<file path="src/pllds_pkg.sv">
// Shared constants, latch layouts and helpers for the synthesizer core.
// Assumes a single 100 MHz system clock samples every pin.
package pllds_pkg;

    // ------------------------------------------------------------------
    // Timing
    // ------------------------------------------------------------------
    localparam int CLK_PERIOD_NS  = 10;
    localparam int LOCK_ERR_NS    = 15;
    localparam int UNLOCK_ERR_NS  = 25;
    // Error below 15 ns: fewer cycles than this (least time, rounds up)
    localparam logic [7:0] LOCK_ERR_CYC =
        8'((LOCK_ERR_NS + CLK_PERIOD_NS - 1) / CLK_PERIOD_NS);
    // Error above 25 ns: more cycles than this (rounds down)
    localparam logic [7:0] UNLOCK_ERR_CYC =
        8'(UNLOCK_ERR_NS / CLK_PERIOD_NS);
    localparam logic [2:0] LOCK_NEED_COARSE = 3'h3;
    localparam logic [2:0] LOCK_NEED_FINE   = 3'h5;

    // ------------------------------------------------------------------
    // Latch select codes and monitor codes
    // ------------------------------------------------------------------
    localparam logic [1:0] SEL_REF  = 2'h0;
    localparam logic [1:0] SEL_FB   = 2'h1;
    localparam logic [1:0] SEL_FUNC = 2'h2;
    localparam logic [1:0] SEL_INIT = 2'h3;

    localparam logic [2:0] MON_TRISTATE = 3'h0;
    localparam logic [2:0] MON_DIG_LOCK = 3'h1;
    localparam logic [2:0] MON_FB_DIV   = 3'h2;
    localparam logic [2:0] MON_HIGH     = 3'h3;
    localparam logic [2:0] MON_REF_DIV  = 3'h4;
    localparam logic [2:0] MON_ANA_LOCK = 3'h5;
    localparam logic [2:0] MON_SER_DATA = 3'h6;
    localparam logic [2:0] MON_LOW      = 3'h7;

    // ------------------------------------------------------------------
    // Latch layouts, bit 23 first
    // ------------------------------------------------------------------
    typedef struct packed {
        logic        rsvd;
        logic        delay_option;
        logic        sync;
        logic        lock_precision;
        logic [1:0]  test_bits;
        logic [1:0]  antibacklash_width;
        logic [13:0] ref_div;
        logic [1:0]  latch_sel;
    } pllds_ref_type;

    typedef struct packed {
        logic [1:0]  rsvd;
        logic        gain_bit;
        logic [12:0] main_div;
        logic [5:0]  swallow;
        logic [1:0]  latch_sel;
    } pllds_fb_type;

    typedef struct packed {
        logic [1:0]  prescaler_sel;
        logic        powerdown_ctl_hi;
        logic [13:0] pump_cfg;
        logic [2:0]  monitor_select;
        logic        powerdown_ctl_lo;
        logic        counter_reset;
        logic [1:0]  latch_sel;
    } pllds_func_type;

    localparam logic [23:0] REF_RST  = 24'h000004;
    localparam logic [23:0] FB_RST   = 24'h000301;
    localparam logic [23:0] FUNC_RST = 24'h000002;

    // Prescaler small modulus: 8, 16, 32 or 64
    function automatic logic [6:0] pres_base(input logic [1:0] sel);
        pres_base = 7'(7'h08 << sel);
    endfunction

    // Antibacklash hold time in clock cycles
    function automatic logic [1:0] abp_cycles(input logic [1:0] code);
        abp_cycles = (code == 2'h3) ? 2'h1 : 2'(code + 2'h1);
    endfunction

endpackage

</file>
<file path="src/pllds_div.sv">
// Programmable divide-by-N counter stepping on a one-cycle strobe.
// Assumes the divide value is at least 1; 0 behaves as 1.
`timescale 1ns/10ps
module pllds_div #(
    parameter int W = 14
) (
    input  logic         sys_clk,
    input  logic         rst_n,
    input  logic         clear,
    input  logic         step,
    input  logic [W-1:0] div,
    output logic         last,
    output logic         pulse
);
    import pllds_pkg::*;

    logic [W-1:0] cnt_ff;
    logic [W-1:0] nxt_cnt;
    logic         pulse_ff;
    logic         nxt_pulse;

    // Compare in W+1 bits so the top value does not wrap
    assign last = ({1'b0, cnt_ff} + {{W{1'b0}}, 1'b1}) >= {1'b0, div};

    always_comb
    begin
        nxt_cnt   = cnt_ff;
        nxt_pulse = 1'b0;
        if (clear)
        begin
            nxt_cnt = '0;
        end
        else if (step)
        begin
            nxt_cnt   = last ? '0 : W'(cnt_ff + 1'b1);
            nxt_pulse = last;
        end
    end

    always_ff @(posedge sys_clk or negedge rst_n)
    begin
        if (!rst_n)
        begin
            cnt_ff   <= '0;
            pulse_ff <= 1'b0;
        end
        else
        begin
            cnt_ff   <= nxt_cnt;
            pulse_ff <= nxt_pulse;
        end
    end

    assign pulse = pulse_ff;

    property p_div_pulse;
        @(posedge sys_clk) disable iff (!rst_n)
        (step && last && !clear) |=> pulse ##1 !pulse;
    endproperty
    a_div_pulse: assert property (p_div_pulse)
        else $error("divider missed its output pulse");

    property p_div_quiet;
        @(posedge sys_clk) disable iff (!rst_n)
        !(step && last) |=> !pulse;
    endproperty
    a_div_quiet: assert property (p_div_quiet)
        else $error("divider pulsed early");
endmodule

</file>
<file path="src/pllds_lock.sv">
// Digital lock detector fed once per phase detector cycle.
// Assumes err_cyc holds that cycle's phase error in clock cycles.
`timescale 1ns/10ps
module pllds_lock (
    input  logic       sys_clk,
    input  logic       rst_n,
    input  logic       hold,
    input  logic       pd_done,
    input  logic [7:0] err_cyc,
    input  logic       lock_precision,
    output logic       locked
);
    import pllds_pkg::*;

    logic [2:0] good_ff;
    logic [2:0] nxt_good;
    logic       lock_ff;
    logic       nxt_lock;
    logic [2:0] need;

    assign need = lock_precision ? LOCK_NEED_FINE : LOCK_NEED_COARSE;

    always_comb
    begin
        nxt_good = good_ff;
        nxt_lock = lock_ff;
        if (hold)
        begin
            nxt_good = 3'h0;
            nxt_lock = 1'b0;
        end
        else if (pd_done)
        begin
            if (err_cyc < LOCK_ERR_CYC)
            begin
                // Saturate so a long good run cannot wrap
                nxt_good = (good_ff >= LOCK_NEED_FINE) ? good_ff
                                                       : 3'(good_ff + 3'h1);
                if (3'(good_ff + 3'h1) >= need)
                    nxt_lock = 1'b1;
            end
            else
            begin
                nxt_good = 3'h0;
            end
            if (err_cyc > UNLOCK_ERR_CYC)
                nxt_lock = 1'b0;
        end
    end

    always_ff @(posedge sys_clk or negedge rst_n)
    begin
        if (!rst_n)
        begin
            good_ff <= 3'h0;
            lock_ff <= 1'b0;
        end
        else
        begin
            good_ff <= nxt_good;
            lock_ff <= nxt_lock;
        end
    end

    assign locked = lock_ff;

    property p_lock_three;
        @(posedge sys_clk) disable iff (!rst_n)
        ($rose(lock_ff) && !lock_precision) |-> $past(good_ff) >= 3'h2;
    endproperty
    a_lock_three: assert property (p_lock_three)
        else $error("lock set before three good cycles");

    property p_lock_five;
        @(posedge sys_clk) disable iff (!rst_n)
        ($rose(lock_ff) && lock_precision) |-> $past(good_ff) >= 3'h4;
    endproperty
    a_lock_five: assert property (p_lock_five)
        else $error("lock set before five good cycles");

    property p_unlock;
        @(posedge sys_clk) disable iff (!rst_n)
        (pd_done && err_cyc > UNLOCK_ERR_CYC) |=> !lock_ff;
    endproperty
    a_unlock: assert property (p_unlock)
        else $error("lock held through a large phase error");
endmodule

</file>
<file path="src/pllds_top.sv">
// Synthesizer digital core: serial load port, latches, prescaler with
// swallow and main counters, reference divider, phase detector, monitor
// output and lock detect.
// Assumes all pins are synchronous to sys_clk and that serial clock,
// reference and RF inputs toggle no faster than every second cycle.
//
// Overview of operation
// - Prescaler modulus pair 8/9, 16/17, 32/33 or 64/65 from prescaler field.
// - Feedback division equals main value times modulus plus swallow value.
// - Main counter is 13 bits, values 3 to 8191; smaller not programmed.
// - Swallow counter is 6 bits, any value 0 to 63.
// - Reference divider is 14 bits, divides reference by 1 to 16383.
// - Phase detector compares divided reference with divided feedback.
// - Two-bit antibacklash field sets phase detector reset pulse width.
// - Monitor pin shows the signal chosen by three-bit monitor select.
// - Lock precision clear: lock after three cycles below 15 ns error.
// - Lock precision set: lock after five cycles below 15 ns error.
// - Lock stays high until one cycle shows error above 25 ns.
// - Analog lock mode: open-drain high when locked, narrow low pulses.
// - Shift 24-bit word on each serial clock rise, MSB first.
// - Load strobe rise copies shift register to latch chosen by DB1..DB0.
// - Select 0 reference, 1 feedback, 2 function, 3 initialization.
// - Reference latch: divide, antibacklash, test, precision, sync and delay.
// - Feedback latch holds swallow, main value and gain bit.
// - Chip enable low powers down and floats the charge pump.
`timescale 1ns/10ps
module pllds_top (
    input  logic sys_clk,
    input  logic rst_n,
    input  logic chip_enable,
    input  logic serial_clk,
    input  logic serial_data,
    input  logic load_strobe,
    input  logic ref_in,
    input  logic rf_in,
    output logic monitor_output,
    output logic monitor_output_oe,
    output logic pump_up,
    output logic pump_down,
    output logic pump_oe,
    output logic powered_down,
    output logic digital_lock
);
    import pllds_pkg::*;

    // ------------------------------------------------------------------
    // Input edge detection
    // ------------------------------------------------------------------
    logic sclk_q_ff;
    logic le_q_ff;
    logic refin_q_ff;
    logic rf_q_ff;
    logic sclk_rise;
    logic le_rise;
    logic ref_rise;
    logic rf_rise;

    always_ff @(posedge sys_clk or negedge rst_n)
    begin
        if (!rst_n)
        begin
            sclk_q_ff  <= 1'b0;
            le_q_ff    <= 1'b0;
            refin_q_ff <= 1'b0;
            rf_q_ff    <= 1'b0;
        end
        else
        begin
            sclk_q_ff  <= serial_clk;
            le_q_ff    <= load_strobe;
            refin_q_ff <= ref_in;
            rf_q_ff    <= rf_in;
        end
    end

    assign sclk_rise = serial_clk && !sclk_q_ff;
    assign le_rise   = load_strobe && !le_q_ff;
    assign ref_rise  = ref_in && !refin_q_ff;
    assign rf_rise   = rf_in && !rf_q_ff;

    // ------------------------------------------------------------------
    // Serial port and latches
    // ------------------------------------------------------------------
    logic [23:0]    shift_ff;
    logic [23:0]    nxt_shift;
    pllds_ref_type  ref_lat_ff;
    pllds_ref_type  nxt_ref_lat;
    pllds_fb_type   fb_lat_ff;
    pllds_fb_type   nxt_fb_lat;
    pllds_func_type fn_lat_ff;
    pllds_func_type nxt_fn_lat;

    always_comb
    begin
        nxt_shift   = shift_ff;
        nxt_ref_lat = ref_lat_ff;
        nxt_fb_lat  = fb_lat_ff;
        nxt_fn_lat  = fn_lat_ff;
        if (sclk_rise)
            nxt_shift = {shift_ff[22:0], serial_data};
        if (le_rise)
        begin
            case (shift_ff[1:0])
                SEL_REF:  nxt_ref_lat = pllds_ref_type'(shift_ff);
                SEL_FB:   nxt_fb_lat  = pllds_fb_type'(shift_ff);
                // Initialization shares the function layout here
                SEL_FUNC: nxt_fn_lat  = pllds_func_type'(shift_ff);
                SEL_INIT: nxt_fn_lat  = pllds_func_type'(shift_ff);
                default:  nxt_fn_lat  = fn_lat_ff;
            endcase
        end
    end

    always_ff @(posedge sys_clk or negedge rst_n)
    begin
        if (!rst_n)
        begin
            shift_ff   <= 24'h000000;
            ref_lat_ff <= pllds_ref_type'(REF_RST);
            fb_lat_ff  <= pllds_fb_type'(FB_RST);
            fn_lat_ff  <= pllds_func_type'(FUNC_RST);
        end
        else
        begin
            shift_ff   <= nxt_shift;
            ref_lat_ff <= nxt_ref_lat;
            fb_lat_ff  <= nxt_fb_lat;
            fn_lat_ff  <= nxt_fn_lat;
        end
    end

    // ------------------------------------------------------------------
    // Power control
    // ------------------------------------------------------------------
    logic pd_ff;
    logic nxt_pd;
    logic hold;

    assign nxt_pd = !chip_enable || fn_lat_ff.powerdown_ctl_lo;

    always_ff @(posedge sys_clk or negedge rst_n)
    begin
        if (!rst_n)
            pd_ff <= 1'b1;
        else
            pd_ff <= nxt_pd;
    end

    // Counters are also cleared while software holds them in reset
    assign hold = pd_ff || fn_lat_ff.counter_reset;

    // ------------------------------------------------------------------
    // Prescaler and swallow counter
    // ------------------------------------------------------------------
    logic [6:0] pres_cnt_ff;
    logic [6:0] nxt_pres_cnt;
    logic [5:0] swal_ff;
    logic [5:0] nxt_swal;
    logic [6:0] cur_mod;
    logic       pres_pulse;
    logic       main_last;
    logic       fb_pulse;
    logic       ref_pulse;

    // Larger modulus while swallow count remains
    assign cur_mod = 7'(pres_base(fn_lat_ff.prescaler_sel)
                     + {6'h00, swal_ff != 6'h00});
    assign pres_pulse = rf_rise && (pres_cnt_ff == 7'(cur_mod - 7'h01));

    always_comb
    begin
        nxt_pres_cnt = pres_cnt_ff;
        nxt_swal     = swal_ff;
        if (hold)
        begin
            nxt_pres_cnt = 7'h00;
            nxt_swal     = fb_lat_ff.swallow;
        end
        else if (rf_rise)
        begin
            nxt_pres_cnt = pres_pulse ? 7'h00 : 7'(pres_cnt_ff + 7'h01);
            if (pres_pulse)
            begin
                // Reload together with the main counter wrap: N = B*P + A
                if (main_last)
                    nxt_swal = fb_lat_ff.swallow;
                else if (swal_ff != 6'h00)
                    nxt_swal = 6'(swal_ff - 6'h01);
            end
        end
    end

    always_ff @(posedge sys_clk or negedge rst_n)
    begin
        if (!rst_n)
        begin
            pres_cnt_ff <= 7'h00;
            swal_ff     <= 6'h00;
        end
        else
        begin
            pres_cnt_ff <= nxt_pres_cnt;
            swal_ff     <= nxt_swal;
        end
    end

    // Main counter: values below 3 are the host's to avoid
    pllds_div #(.W(13)) u_main_div (
        .sys_clk (sys_clk),
        .rst_n   (rst_n),
        .clear   (hold),
        .step    (pres_pulse),
        .div     (fb_lat_ff.main_div),
        .last    (main_last),
        .pulse   (fb_pulse)
    );

    pllds_div #(.W(14)) u_ref_div (
        .sys_clk (sys_clk),
        .rst_n   (rst_n),
        .clear   (hold),
        .step    (ref_rise),
        .div     (ref_lat_ff.ref_div),
        .last    (),
        .pulse   (ref_pulse)
    );

    // ------------------------------------------------------------------
    // Phase detector
    // ------------------------------------------------------------------
    logic       up_ff;
    logic       nxt_up;
    logic       dn_ff;
    logic       nxt_dn;
    logic [1:0] abp_cnt_ff;
    logic [1:0] nxt_abp_cnt;
    logic [7:0] err_ff;
    logic [7:0] nxt_err;
    logic       pd_done;

    // Both flags set: hold them for the antibacklash width, then reset
    assign pd_done = up_ff && dn_ff
                     && (abp_cnt_ff
                         >= abp_cycles(ref_lat_ff.antibacklash_width));

    always_comb
    begin
        nxt_up      = up_ff;
        nxt_dn      = dn_ff;
        nxt_abp_cnt = abp_cnt_ff;
        nxt_err     = err_ff;
        if (hold)
        begin
            nxt_up      = 1'b0;
            nxt_dn      = 1'b0;
            nxt_abp_cnt = 2'h0;
            nxt_err     = 8'h00;
        end
        else if (pd_done)
        begin
            nxt_up      = ref_pulse;
            nxt_dn      = fb_pulse;
            nxt_abp_cnt = 2'h0;
            nxt_err     = 8'h00;
        end
        else
        begin
            if (ref_pulse)
                nxt_up = 1'b1;
            if (fb_pulse)
                nxt_dn = 1'b1;
            if (up_ff && dn_ff)
                nxt_abp_cnt = 2'(abp_cnt_ff + 2'h1);
            // Phase error: cycles with only one flag raised, saturating
            if ((up_ff != dn_ff) && (err_ff != 8'hFF))
                nxt_err = 8'(err_ff + 8'h01);
        end
    end

    always_ff @(posedge sys_clk or negedge rst_n)
    begin
        if (!rst_n)
        begin
            up_ff      <= 1'b0;
            dn_ff      <= 1'b0;
            abp_cnt_ff <= 2'h0;
            err_ff     <= 8'h00;
        end
        else
        begin
            up_ff      <= nxt_up;
            dn_ff      <= nxt_dn;
            abp_cnt_ff <= nxt_abp_cnt;
            err_ff     <= nxt_err;
        end
    end

    assign pump_up   = up_ff;
    assign pump_down = dn_ff;
    assign pump_oe   = !pd_ff;

    pllds_lock u_lock (
        .sys_clk        (sys_clk),
        .rst_n          (rst_n),
        .hold           (hold),
        .pd_done        (pd_done),
        .err_cyc        (err_ff),
        .lock_precision (ref_lat_ff.lock_precision),
        .locked         (digital_lock)
    );

    // ------------------------------------------------------------------
    // Monitor output
    // ------------------------------------------------------------------
    logic [2:0] msel;
    logic       mon_ff;
    logic       nxt_mon;

    assign msel = fn_lat_ff.monitor_select;

    always_comb
    begin
        case (msel)
            MON_DIG_LOCK: nxt_mon = digital_lock;
            MON_FB_DIV:   nxt_mon = fb_pulse;
            MON_HIGH:     nxt_mon = 1'b1;
            MON_REF_DIV:  nxt_mon = ref_pulse;
            MON_SER_DATA: nxt_mon = shift_ff[23];
            default:      nxt_mon = 1'b0;
        endcase
    end

    always_ff @(posedge sys_clk or negedge rst_n)
    begin
        if (!rst_n)
            mon_ff <= 1'b0;
        else
            mon_ff <= nxt_mon;
    end

    // Analog lock pulls low only while a pump flag is up; the pull-up
    // keeps the pin high in lock, so narrow low pulses remain
    assign monitor_output    = (msel == MON_ANA_LOCK) ? 1'b0 : mon_ff;
    assign monitor_output_oe = (msel == MON_ANA_LOCK) ? (up_ff || dn_ff)
                             : (msel != MON_TRISTATE);
    assign powered_down      = pd_ff;

    // ------------------------------------------------------------------
    // Checks
    // ------------------------------------------------------------------
    property p_shift;
        @(posedge sys_clk) disable iff (!rst_n)
        sclk_rise |=> shift_ff == {$past(shift_ff[22:0]), $past(serial_data)};
    endproperty
    a_shift: assert property (p_shift)
        else $error("serial bit not shifted in");

    property p_load_ref;
        @(posedge sys_clk) disable iff (!rst_n)
        (le_rise && shift_ff[1:0] == SEL_REF)
        |=> ref_lat_ff == $past(shift_ff) && $stable(fb_lat_ff);
    endproperty
    a_load_ref: assert property (p_load_ref)
        else $error("reference latch not loaded");

    property p_load_fb;
        @(posedge sys_clk) disable iff (!rst_n)
        (le_rise && shift_ff[1:0] == SEL_FB)
        |=> fb_lat_ff == $past(shift_ff) && $stable(ref_lat_ff);
    endproperty
    a_load_fb: assert property (p_load_fb)
        else $error("feedback latch not loaded");

    property p_swallow_mod;
        @(posedge sys_clk) disable iff (!rst_n)
        (pres_pulse && swal_ff != 6'h00)
        |-> pres_cnt_ff == pres_base(fn_lat_ff.prescaler_sel);
    endproperty
    a_swallow_mod: assert property (p_swallow_mod)
        else $error("swallow phase not using the larger modulus");

    property p_reload;
        @(posedge sys_clk) disable iff (!rst_n)
        (!hold && pres_pulse && main_last)
        |=> swal_ff == $past(fb_lat_ff.swallow);
    endproperty
    a_reload: assert property (p_reload)
        else $error("swallow count not reloaded at main wrap");

    property p_pfd_up;
        @(posedge sys_clk) disable iff (!rst_n)
        (ref_pulse && !hold) |=> up_ff;
    endproperty
    a_pfd_up: assert property (p_pfd_up)
        else $error("reference edge did not raise pump up");

    property p_abp;
        @(posedge sys_clk) disable iff (!rst_n)
        $rose(up_ff && dn_ff) |-> ##[1:4] !(up_ff && dn_ff);
    endproperty
    a_abp: assert property (p_abp)
        else $error("antibacklash reset too long");

    property p_power;
        @(posedge sys_clk) disable iff (!rst_n)
        !chip_enable |=> !pump_oe && powered_down;
    endproperty
    a_power: assert property (p_power)
        else $error("pump still driven with chip disabled");

    property p_mon_lock;
        @(posedge sys_clk) disable iff (!rst_n)
        (msel == MON_DIG_LOCK && $stable(msel))
        |-> monitor_output == $past(digital_lock);
    endproperty
    a_mon_lock: assert property (p_mon_lock)
        else $error("monitor does not follow lock detect");

    property p_ana_lock;
        @(posedge sys_clk) disable iff (!rst_n)
        (msel == MON_ANA_LOCK)
        |-> (monitor_output_oe == (up_ff || dn_ff)) && !monitor_output;
    endproperty
    a_ana_lock: assert property (p_ana_lock)
        else $error("analog lock output misdriven");
endmodule

</file>
<file path="config.mk">
export PLATFORM = sky130hd
export DESIGN_NAME = pllds_top
export DESIGN_NICKNAME = d
export VERILOG_FILES = /design/src/pllds_pkg.sv /design/src/pllds_div.sv /design/src/pllds_lock.sv /design/src/pllds_top.sv
export SDC_FILE = /design/constraint.sdc
export NUM_CORES = 1
export LEC_CHECK = 0
export BUFFER_PORTS_ARGS = -buffer_cell sky130_fd_sc_hd__buf_2
export CORE_MARGIN = 4
export CORE_UTILIZATION = 50
export CTS_BUF_LIST = sky130_fd_sc_hd__clkbuf_4 sky130_fd_sc_hd__clkbuf_8
export DETAILED_ROUTE_END_ITERATION = 10
export GPL_TIMING_DRIVEN = 0
export PLACE_DENSITY = 0.66
export SLEW_MARGIN = 20
export SYNTH_ARGS = -nofsm -noshare
export SYNTH_HDL_FRONTEND = slang
export SYNTH_SLANG_ARGS = --single-unit
</file>
<file path="constraint.sdc">
create_clock -name sys_clk -period 6.4 [get_ports sys_clk]
set_input_delay 1.28 -clock sys_clk [delete_from_list [all_inputs] [get_ports sys_clk]]
set_output_delay 1.28 -clock sys_clk [all_outputs]
set_load 0.02 [all_outputs]
</file>
==> results of run 1 <==
## metrics by stage
step	setup slack [ns]	util	instances	hold slack, ns
final	2.53	0.568	884	0.469
after global routing	2.20	0.568	884	0.495
after CTS	2.56	0.568	884	0.474
after detailed placement	2.59	0.538	852	0.456
after global placement	2.37	0.535	851	0.454
after floorplan	3.11	-	661	0.430
## worst register-to-register path, cell delays in order (launching register included)
cell and delay (ns):
dfrtp_1 0.42, ha_1 0.28, nand3_1 0.12, or3_1 0.38, or2_2 0.30, nand2_1 0.10, ha_1 0.25, and3_1 0.17
a21oi_1 0.14, a21oi_1 0.12, a2111oi_4 0.60, nand3_4 0.29, buf_6 0.26, o21ai_0 0.22, a22oi_1 0.10
## synth_stat cells (all sizes together), types with 2 or more instances
library cell | count | share of area
a2111oi | 2 | 0.0053
a211oi | 3 | 0.0033
a21o | 11 | 0.012
a21oi | 22 | 0.016
a22o | 5 | 0.0064
a22oi | 4 | 0.0044
a31oi | 2 | 0.0018
a32o | 9 | 0.013
and2 | 2 | 0.0018
and3 | 8 | 0.0073
buf | 5 | 0.0059
clkbuf | 13 | 0.0071
dfrtp | 127 | 0.47
dfstp | 4 | 0.015
ha | 43 | 0.079
inv | 51 | 0.028
mux2 | 42 | 0.069
mux2i | 8 | 0.012
nand2 | 65 | 0.037
nand2b | 10 | 0.0092
nand3 | 27 | 0.022
nand4 | 13 | 0.012
nand4b | 2 | 0.0026
nor2 | 43 | 0.024
nor2b | 9 | 0.0082
nor3 | 5 | 0.0037
nor3b | 2 | 0.0022
nor4 | 3 | 0.0027
nor4b | 2 | 0.0035
o21a | 2 | 0.0022
o21ai | 55 | 0.040
o2bb2ai | 2 | 0.0026
o31ai | 7 | 0.0077
or2 | 5 | 0.0046
or3 | 3 | 0.0027
xnor2 | 19 | 0.024
xor2 | 17 | 0.022
## metal layers
| metal | share of wire | global-route usage |
|---|---|---|
| met5 | 0 | 0 |
| met4 | 0.017 | 0.0536 |
| met3 | 0.029 | 0.0450 |
| met2 | 0.48 | 0.301 |
| met1 | 0.47 | 0.243 |
## flip-flops by register name, indices dropped and copies added (netlist names), 2 cells and up
signal	count
err_ff	8
abp_cnt_ff	2
u_lock.good_ff	3
pres_cnt_ff	7
u_main_div.cnt_ff	13
fn_lat_ff	4
u_ref_div.cnt_ff	14
swal_ff	6
fb_lat_ff	19
ref_lat_ff	17
msel	3
shift_ff	24
## power groups by stage
stage	Sequential [mW]	Clock (mW)	Combinational, mW
6_report	1.16	0.694	0.659
2_1_floorplan	1.12	0	0.498
5_1_grt	1.18	0.754	0.755
3_5_place_dp	1.17	0	0.663
3_3_place_gp	1.16	0	0.628
4_1_cts	1.15	0.715	0.669
## final timing paths
kind,start,end,slack [ns]
min in group asynchronous,rst_n,pres_cnt_ff[4],0.68
setup / recovery,u_main_div.cnt_ff[0],swal_ff[3],2.53
hold reg to reg,fn_lat_ff[3],powered_down,0.47
hold / removal,fn_lat_ff[3],powered_down,0.47
setup reg to reg,u_main_div.cnt_ff[0],swal_ff[3],2.53
max in group asynchronous,rst_n,ref_lat_ff[2],4.97
## cells by family (layout without fill, tap and decap cells)
family,after synthesis,count (layout)
adders and majority gates,43,43
DFF,131,131
AOI/OAI and AO/OA,130,130
muxes,50,50
and+or+nand+nor,202,202
xor gates and xnor gates,36,36
buffers and inverters,69,116
## placed cells by master, fill, tap and decap left out, types with 3 or more instances in the layout
master	instances
o21ai_0	51
nor2_1	41
nand2_1	64
a21o_1	11
or3_1	3
xor2_1	17
nand4_1	13
clkbuf_4	3
clkbuf_8	19
buf_2	15
ha_1	43
o21ai_1	4
a21oi_1	22
nor4_1	3
clkbuf_1	13
clkinv_2	5
mux2i_1	8
nand3_1	25
and3_1	8
a22o_1	5
inv_1	51
dfrtp_1	127
dfstp_2	4
mux2_2	42
o31ai_1	7
a211oi_1	3
or2_2	5
nand2b_1	10
nor2b_1	9
a22oi_1	4
xnor2_1	19
nor3_1	5
a32o_1	9
## cell type report
class                   count  area, sq um
plain buffers              18         88.8
clock buffers              22          284
clock inverters            10          109
fillers                  1126         5750
inverters                  51          191
multi-input cells         461         3270
flip-flops and latches    131         3280
well taps                 176          220
repair buffers             15          108
==> flow_summary.ini, run 1 <==
[yosys]
ys_seq_area_frac = 0.481
synth_top_family_by_area = simple AND/OR/NAND/NOR gates
synth_edf_count = 0
yosys_warnings = 0
muxShareOfSynthArea = 0.0810
synth-seq-cells = 131
yosys.area_share.simple = 0.148
synth.distinct_cells = 55
synthArstFlopShare = 1.00
syn-cell-area_sq_um = 6830
synth_adder_area_share = 0.0788
syn_inst = 661
synth_xor_area_frac = 0.0462
avgSynthCellArea_sq_um = 10.3
synth_compound_area_frac = 0.124
synth_flop_cell = dfrtp_1
syn_nets = 712

[placement]
hpwl_um = 9760
globalplace.congestion = 0.828
port_buffers = 14
placed_cell_area_sq_um = 7160

[global_route]
antenna_found_initial = 0
gr-total-overflow = 0
grt_start_max_net_pins = 105
grt_pass1_vias = 4918
track_usage = 0.184
grt_pass1_wl_um = 23600

[die]
dieArea_sq_um = 15600
initial_core_util = 0.513
fp.dieW_um = 125
fp.dieH_um = 125
rows = 42
ios = 15
core_area_sq_um = 13300

[critical_path]
worst-path-stages = 14
critical_path.top_delay_family = simple AND/OR/NAND/NOR gates
worstSetupStartpointType = flop
endpoint_kind = flop
cpPeakStageDelay_ns = 0.60
cp_num_buf_inv = 1
crit_path_max_fanout = 10
crit_chain = ha_1 > nand3_1 > or3_1 > or2_2 > nand2_1 > ha_1 > and3_1 > a21oi_1 > a21oi_1 > a2111oi_4 > nand3_4 > buf_6 > o21ai_0 > a22oi_1
path_class = flop to flop
crit_required_ns = 6.70
slowest_stage = a2111oi_4
worst_ep_arrival_time_ns = 4.18
r2r_cells = 14

[power_and_ir_drop]
p_int_mw = 1.67
power_frac_clock = 0.277
irDropWorstVdd_uv = 226
power_mw = 2.51
switching_share = 0.335
p_leak_nw = 3.56
p_seq_frac = 0.461
p_comb_frac = 0.263
powerDensity_nw_per_um2 = 332
p_sw_uw = 841

[clock_network]
clkSinkCount = 131
clk_pin_slew_ns = 0.07
ctsLongestPathBuffers = 2
cts_inserted_buffers = 17
h-tree-depth = 4
post_cts_buffers = 0
clk_latency_ns = 0.44
cts_tree = built
cts_root_buf = clkbuf_8
cts-resized-gates = 0
postCtsHoldBufs = 0

[detailed_routing]
viasPerCell = 5.44
vias = 4813
route.detailed.drc = 0
wl_um = 13500
avgRoutedWirePerCell_um = 15.2
drt.antenna.violating_nets = 0
drt-pass1-iter-count = 9
initialDrtViolationCount = 357

[timing]
fin_crit_sh = 0.605
drv_slew = 0
relSlewSlack = 0.382
rsz0062_at_grt = false
min_period_ns = 3.87
setup_tns_ns = 0
fmax_mhz = 258
setup_viol = 0
skew_ns = 0.00948
tightest_slew_ns = 0.914
hold_viol = 0

[layout]
area_growth_pct = 10.6
nets = 746
final_area_sq_um = 7550
n_antenna_cell = 0
drive_above_1_share = 0.158

[hold_path]
hold_depth = 1
hold_class = flop to flop

[status]
outcome = complete, no violations

[job]
drv_cap = 0
(Power assumes the default switching activity.)
==> inputs of run 2 (changes only) <==
==> constraint.sdc (replaced) <==
create_clock -name sys_clk -period 3.9 [get_ports sys_clk]
set_input_delay 0.78 -clock sys_clk [delete_from_list [all_inputs] [get_ports sys_clk]]
set_output_delay 0.78 -clock sys_clk [all_outputs]
set_load 0.02 [all_outputs]
==> run 2 against run 1 <==
Die area stayed put. Setup slack worse by 2.2 ns. First-iteration DRC count is 8.1% lower. Routed wire length is 0.48% higher. Via count is 0.91% higher. Critical endpoint unchanged. Highest routed layer unchanged.
==> flow_summary.ini, run 2 (same netlist as run 1, synthesis figures left out) <==
[global_route]
use_met2 = 0.301
gr-total-overflow = 0
grt_pass1_vias = 4918
antenna_found_initial = 0
track_usage = 0.184
met1_usage = 0.243
met3_usage = 0.0450
top_usage_layer = met2
grt_pass1_wl_um = 23600
grt_start_max_net_pins = 105

[power_and_ir_drop]
irDropWorstVdd_uv = 370
p_leak_nw = 3.58
powerDensity_nw_per_um2 = 546

[timing]
tightest_slew_ns = 0.913
hold_viol = 0
fin_crit_sh = 0.922
rsz0062_at_grt = false
drv_slew = 0
fmax_mhz = 278
setup_tns_ns = 0
setup_viol = 0
relSlewSlack = 0.383
skew_ns = 0.00925
hold_ws_ns = 0.176
setup_ws_ns = 0.304
min_period_ns = 3.60

[layout]
nFillCells = 1119
fin_cells = 889
fin_util = 0.572
final_common_cell = dfrtp_1
regMostFlops = shift_ff
n_antenna_cell = 0
nets = 751
reg_top3 = shift_ff (24), fb_lat_ff (19), ref_lat_ff (17)
largest_reg_flops = 24
drive_above_1_share = 0.165
final_cell_mix = 127 x dfrtp_1, 64 x nand2_1, 51 x inv_1, 51 x o21ai_0, 43 x ha_1
area_growth_pct = 11.3

[placement]
hpwl_um = 9760
globalplace.congestion = 0.828
port_buffers = 14
placedCellCount = 852
place_ws_ns = 0.0868

[critical_path]
crit_chain = and3_1 > nand3_2 > nor2_1 > nand2_1 > nor2_1 > xnor2_1 > inv_1 > ha_1 > a21oi_1 > nor2b_1 > a2111oi_4 > nand3_4 > buf_6 > o21ai_0 > a22oi_1
endpoint_kind = flop
crit_path_max_fanout = 10
crit_required_ns = 4.21
crit_top_cell = nor2_1
worst_ep_arrival_time_ns = 3.90
worstReg2RegStart = u_main_div.cnt_ff[2]
worstSetupStartpointType = flop
cp-startpoint = u_main_div.cnt_ff[2]
slowest_stage = dfrtp_1
path_class = flop to flop
cpPeakStageDelay_ns = 0.46

[die]
ios = 15
core_area_sq_um = 13300
fp.dieH_um = 125
initial_core_util = 0.513
rows = 42
dieArea_sq_um = 15600
fp.dieW_um = 125

[detailed_routing]
route.detailed.drc = 0
avgRoutedWirePerCell_um = 15.2
vias = 4857
initialDrtViolationCount = 328
drt-pass1-iter-count = 5
viasPerCell = 5.46
drt.antenna.violating_nets = 0
wl_um = 13500

[clock_network]
ctsLongestPathBuffers = 2
cts_inserted_buffers = 17
cts_root_buf = clkbuf_8
h-tree-depth = 4
clk_pin_slew_ns = 0.07
clkSinkCount = 131
cts_tree = built
clk_latency_ns = 0.44

[status]
outcome = complete, no violations

[job]
drv_cap = 0

[hold_path]
hold_class = input port to async pin
## run 2: metal layers
metal / vias up / wire, um
li1: 2394 / -
met1: 2377 / 6290
met2: 72 / 6620
met3: 14 / 459
met4: 0 / 160
met5: - / 0
## run 2: stage by stage
stage,area (sq um),power [mW]
2_1_floorplan,6830,2.65
3_3_place_gp,7120,2.94
3_5_place_dp,7160,3.01
4_1_cts,7550,4.17
5_1_grt,7600,4.44
6_report,7600,4.15
## run 2: critical path, delay by kind of cell, from the launching register on
kind | cells | cell delay [ns]
DFF | 1 | 0.46
adders and majority gates | 1 | 0.29
and+or+nand+nor | 7 | 1.31
xor gates and xnor gates | 1 | 0.18
AOI/OAI and AO/OA | 4 | 0.88
buffers and inverters | 2 | 0.33
## run 2: report_power, final
| group | switching (mW) | total [mW] | internal, mW |
|---|---|---|---|
| clock | 0.524 | 1.14 | 0.618 |
| combinational | 0.626 | 1.11 | 0.482 |
| sequential | 0.241 | 1.90 | 1.66 |
| total | 1.39 | 4.15 | 2.76 |
## run 2: repair_timing
item                                    CTS  global route
hold buffers                              0             0
resized for setup                         0             2
hold endpoints to repair                  0             0
setup buffers                             0             5
endpoints found under the setup margin    0            21
## run 2: final cells by class
type | count | area (sq um) | share of cell area
Buffer | 18 | 88.8 | 0.0117
Clock buffer | 22 | 284 | 0.0374
Clock inverter | 10 | 109 | 0.0143
Inverter | 51 | 191 | 0.0252
Multi-Input combinational cell | 461 | 3280 | 0.431
Sequential cell | 131 | 3280 | 0.432
Tap cell | 176 | 220 | 0.0290
Timing Repair Buffer | 20 | 145 | 0.0191
## run 2: final timing paths
kind,endpoint,slack (ns),cells past startpoint
setup / recovery,swal_ff[3],0.30,15
hold / removal,pres_cnt_ff[4],0.18,1
setup reg to reg,swal_ff[3],0.30,15
hold reg to reg,powered_down,0.47,1
max in group asynchronous,ref_lat_ff[2],2.97,2
min in group sys_clk,sclk_q_ff,0.46,1
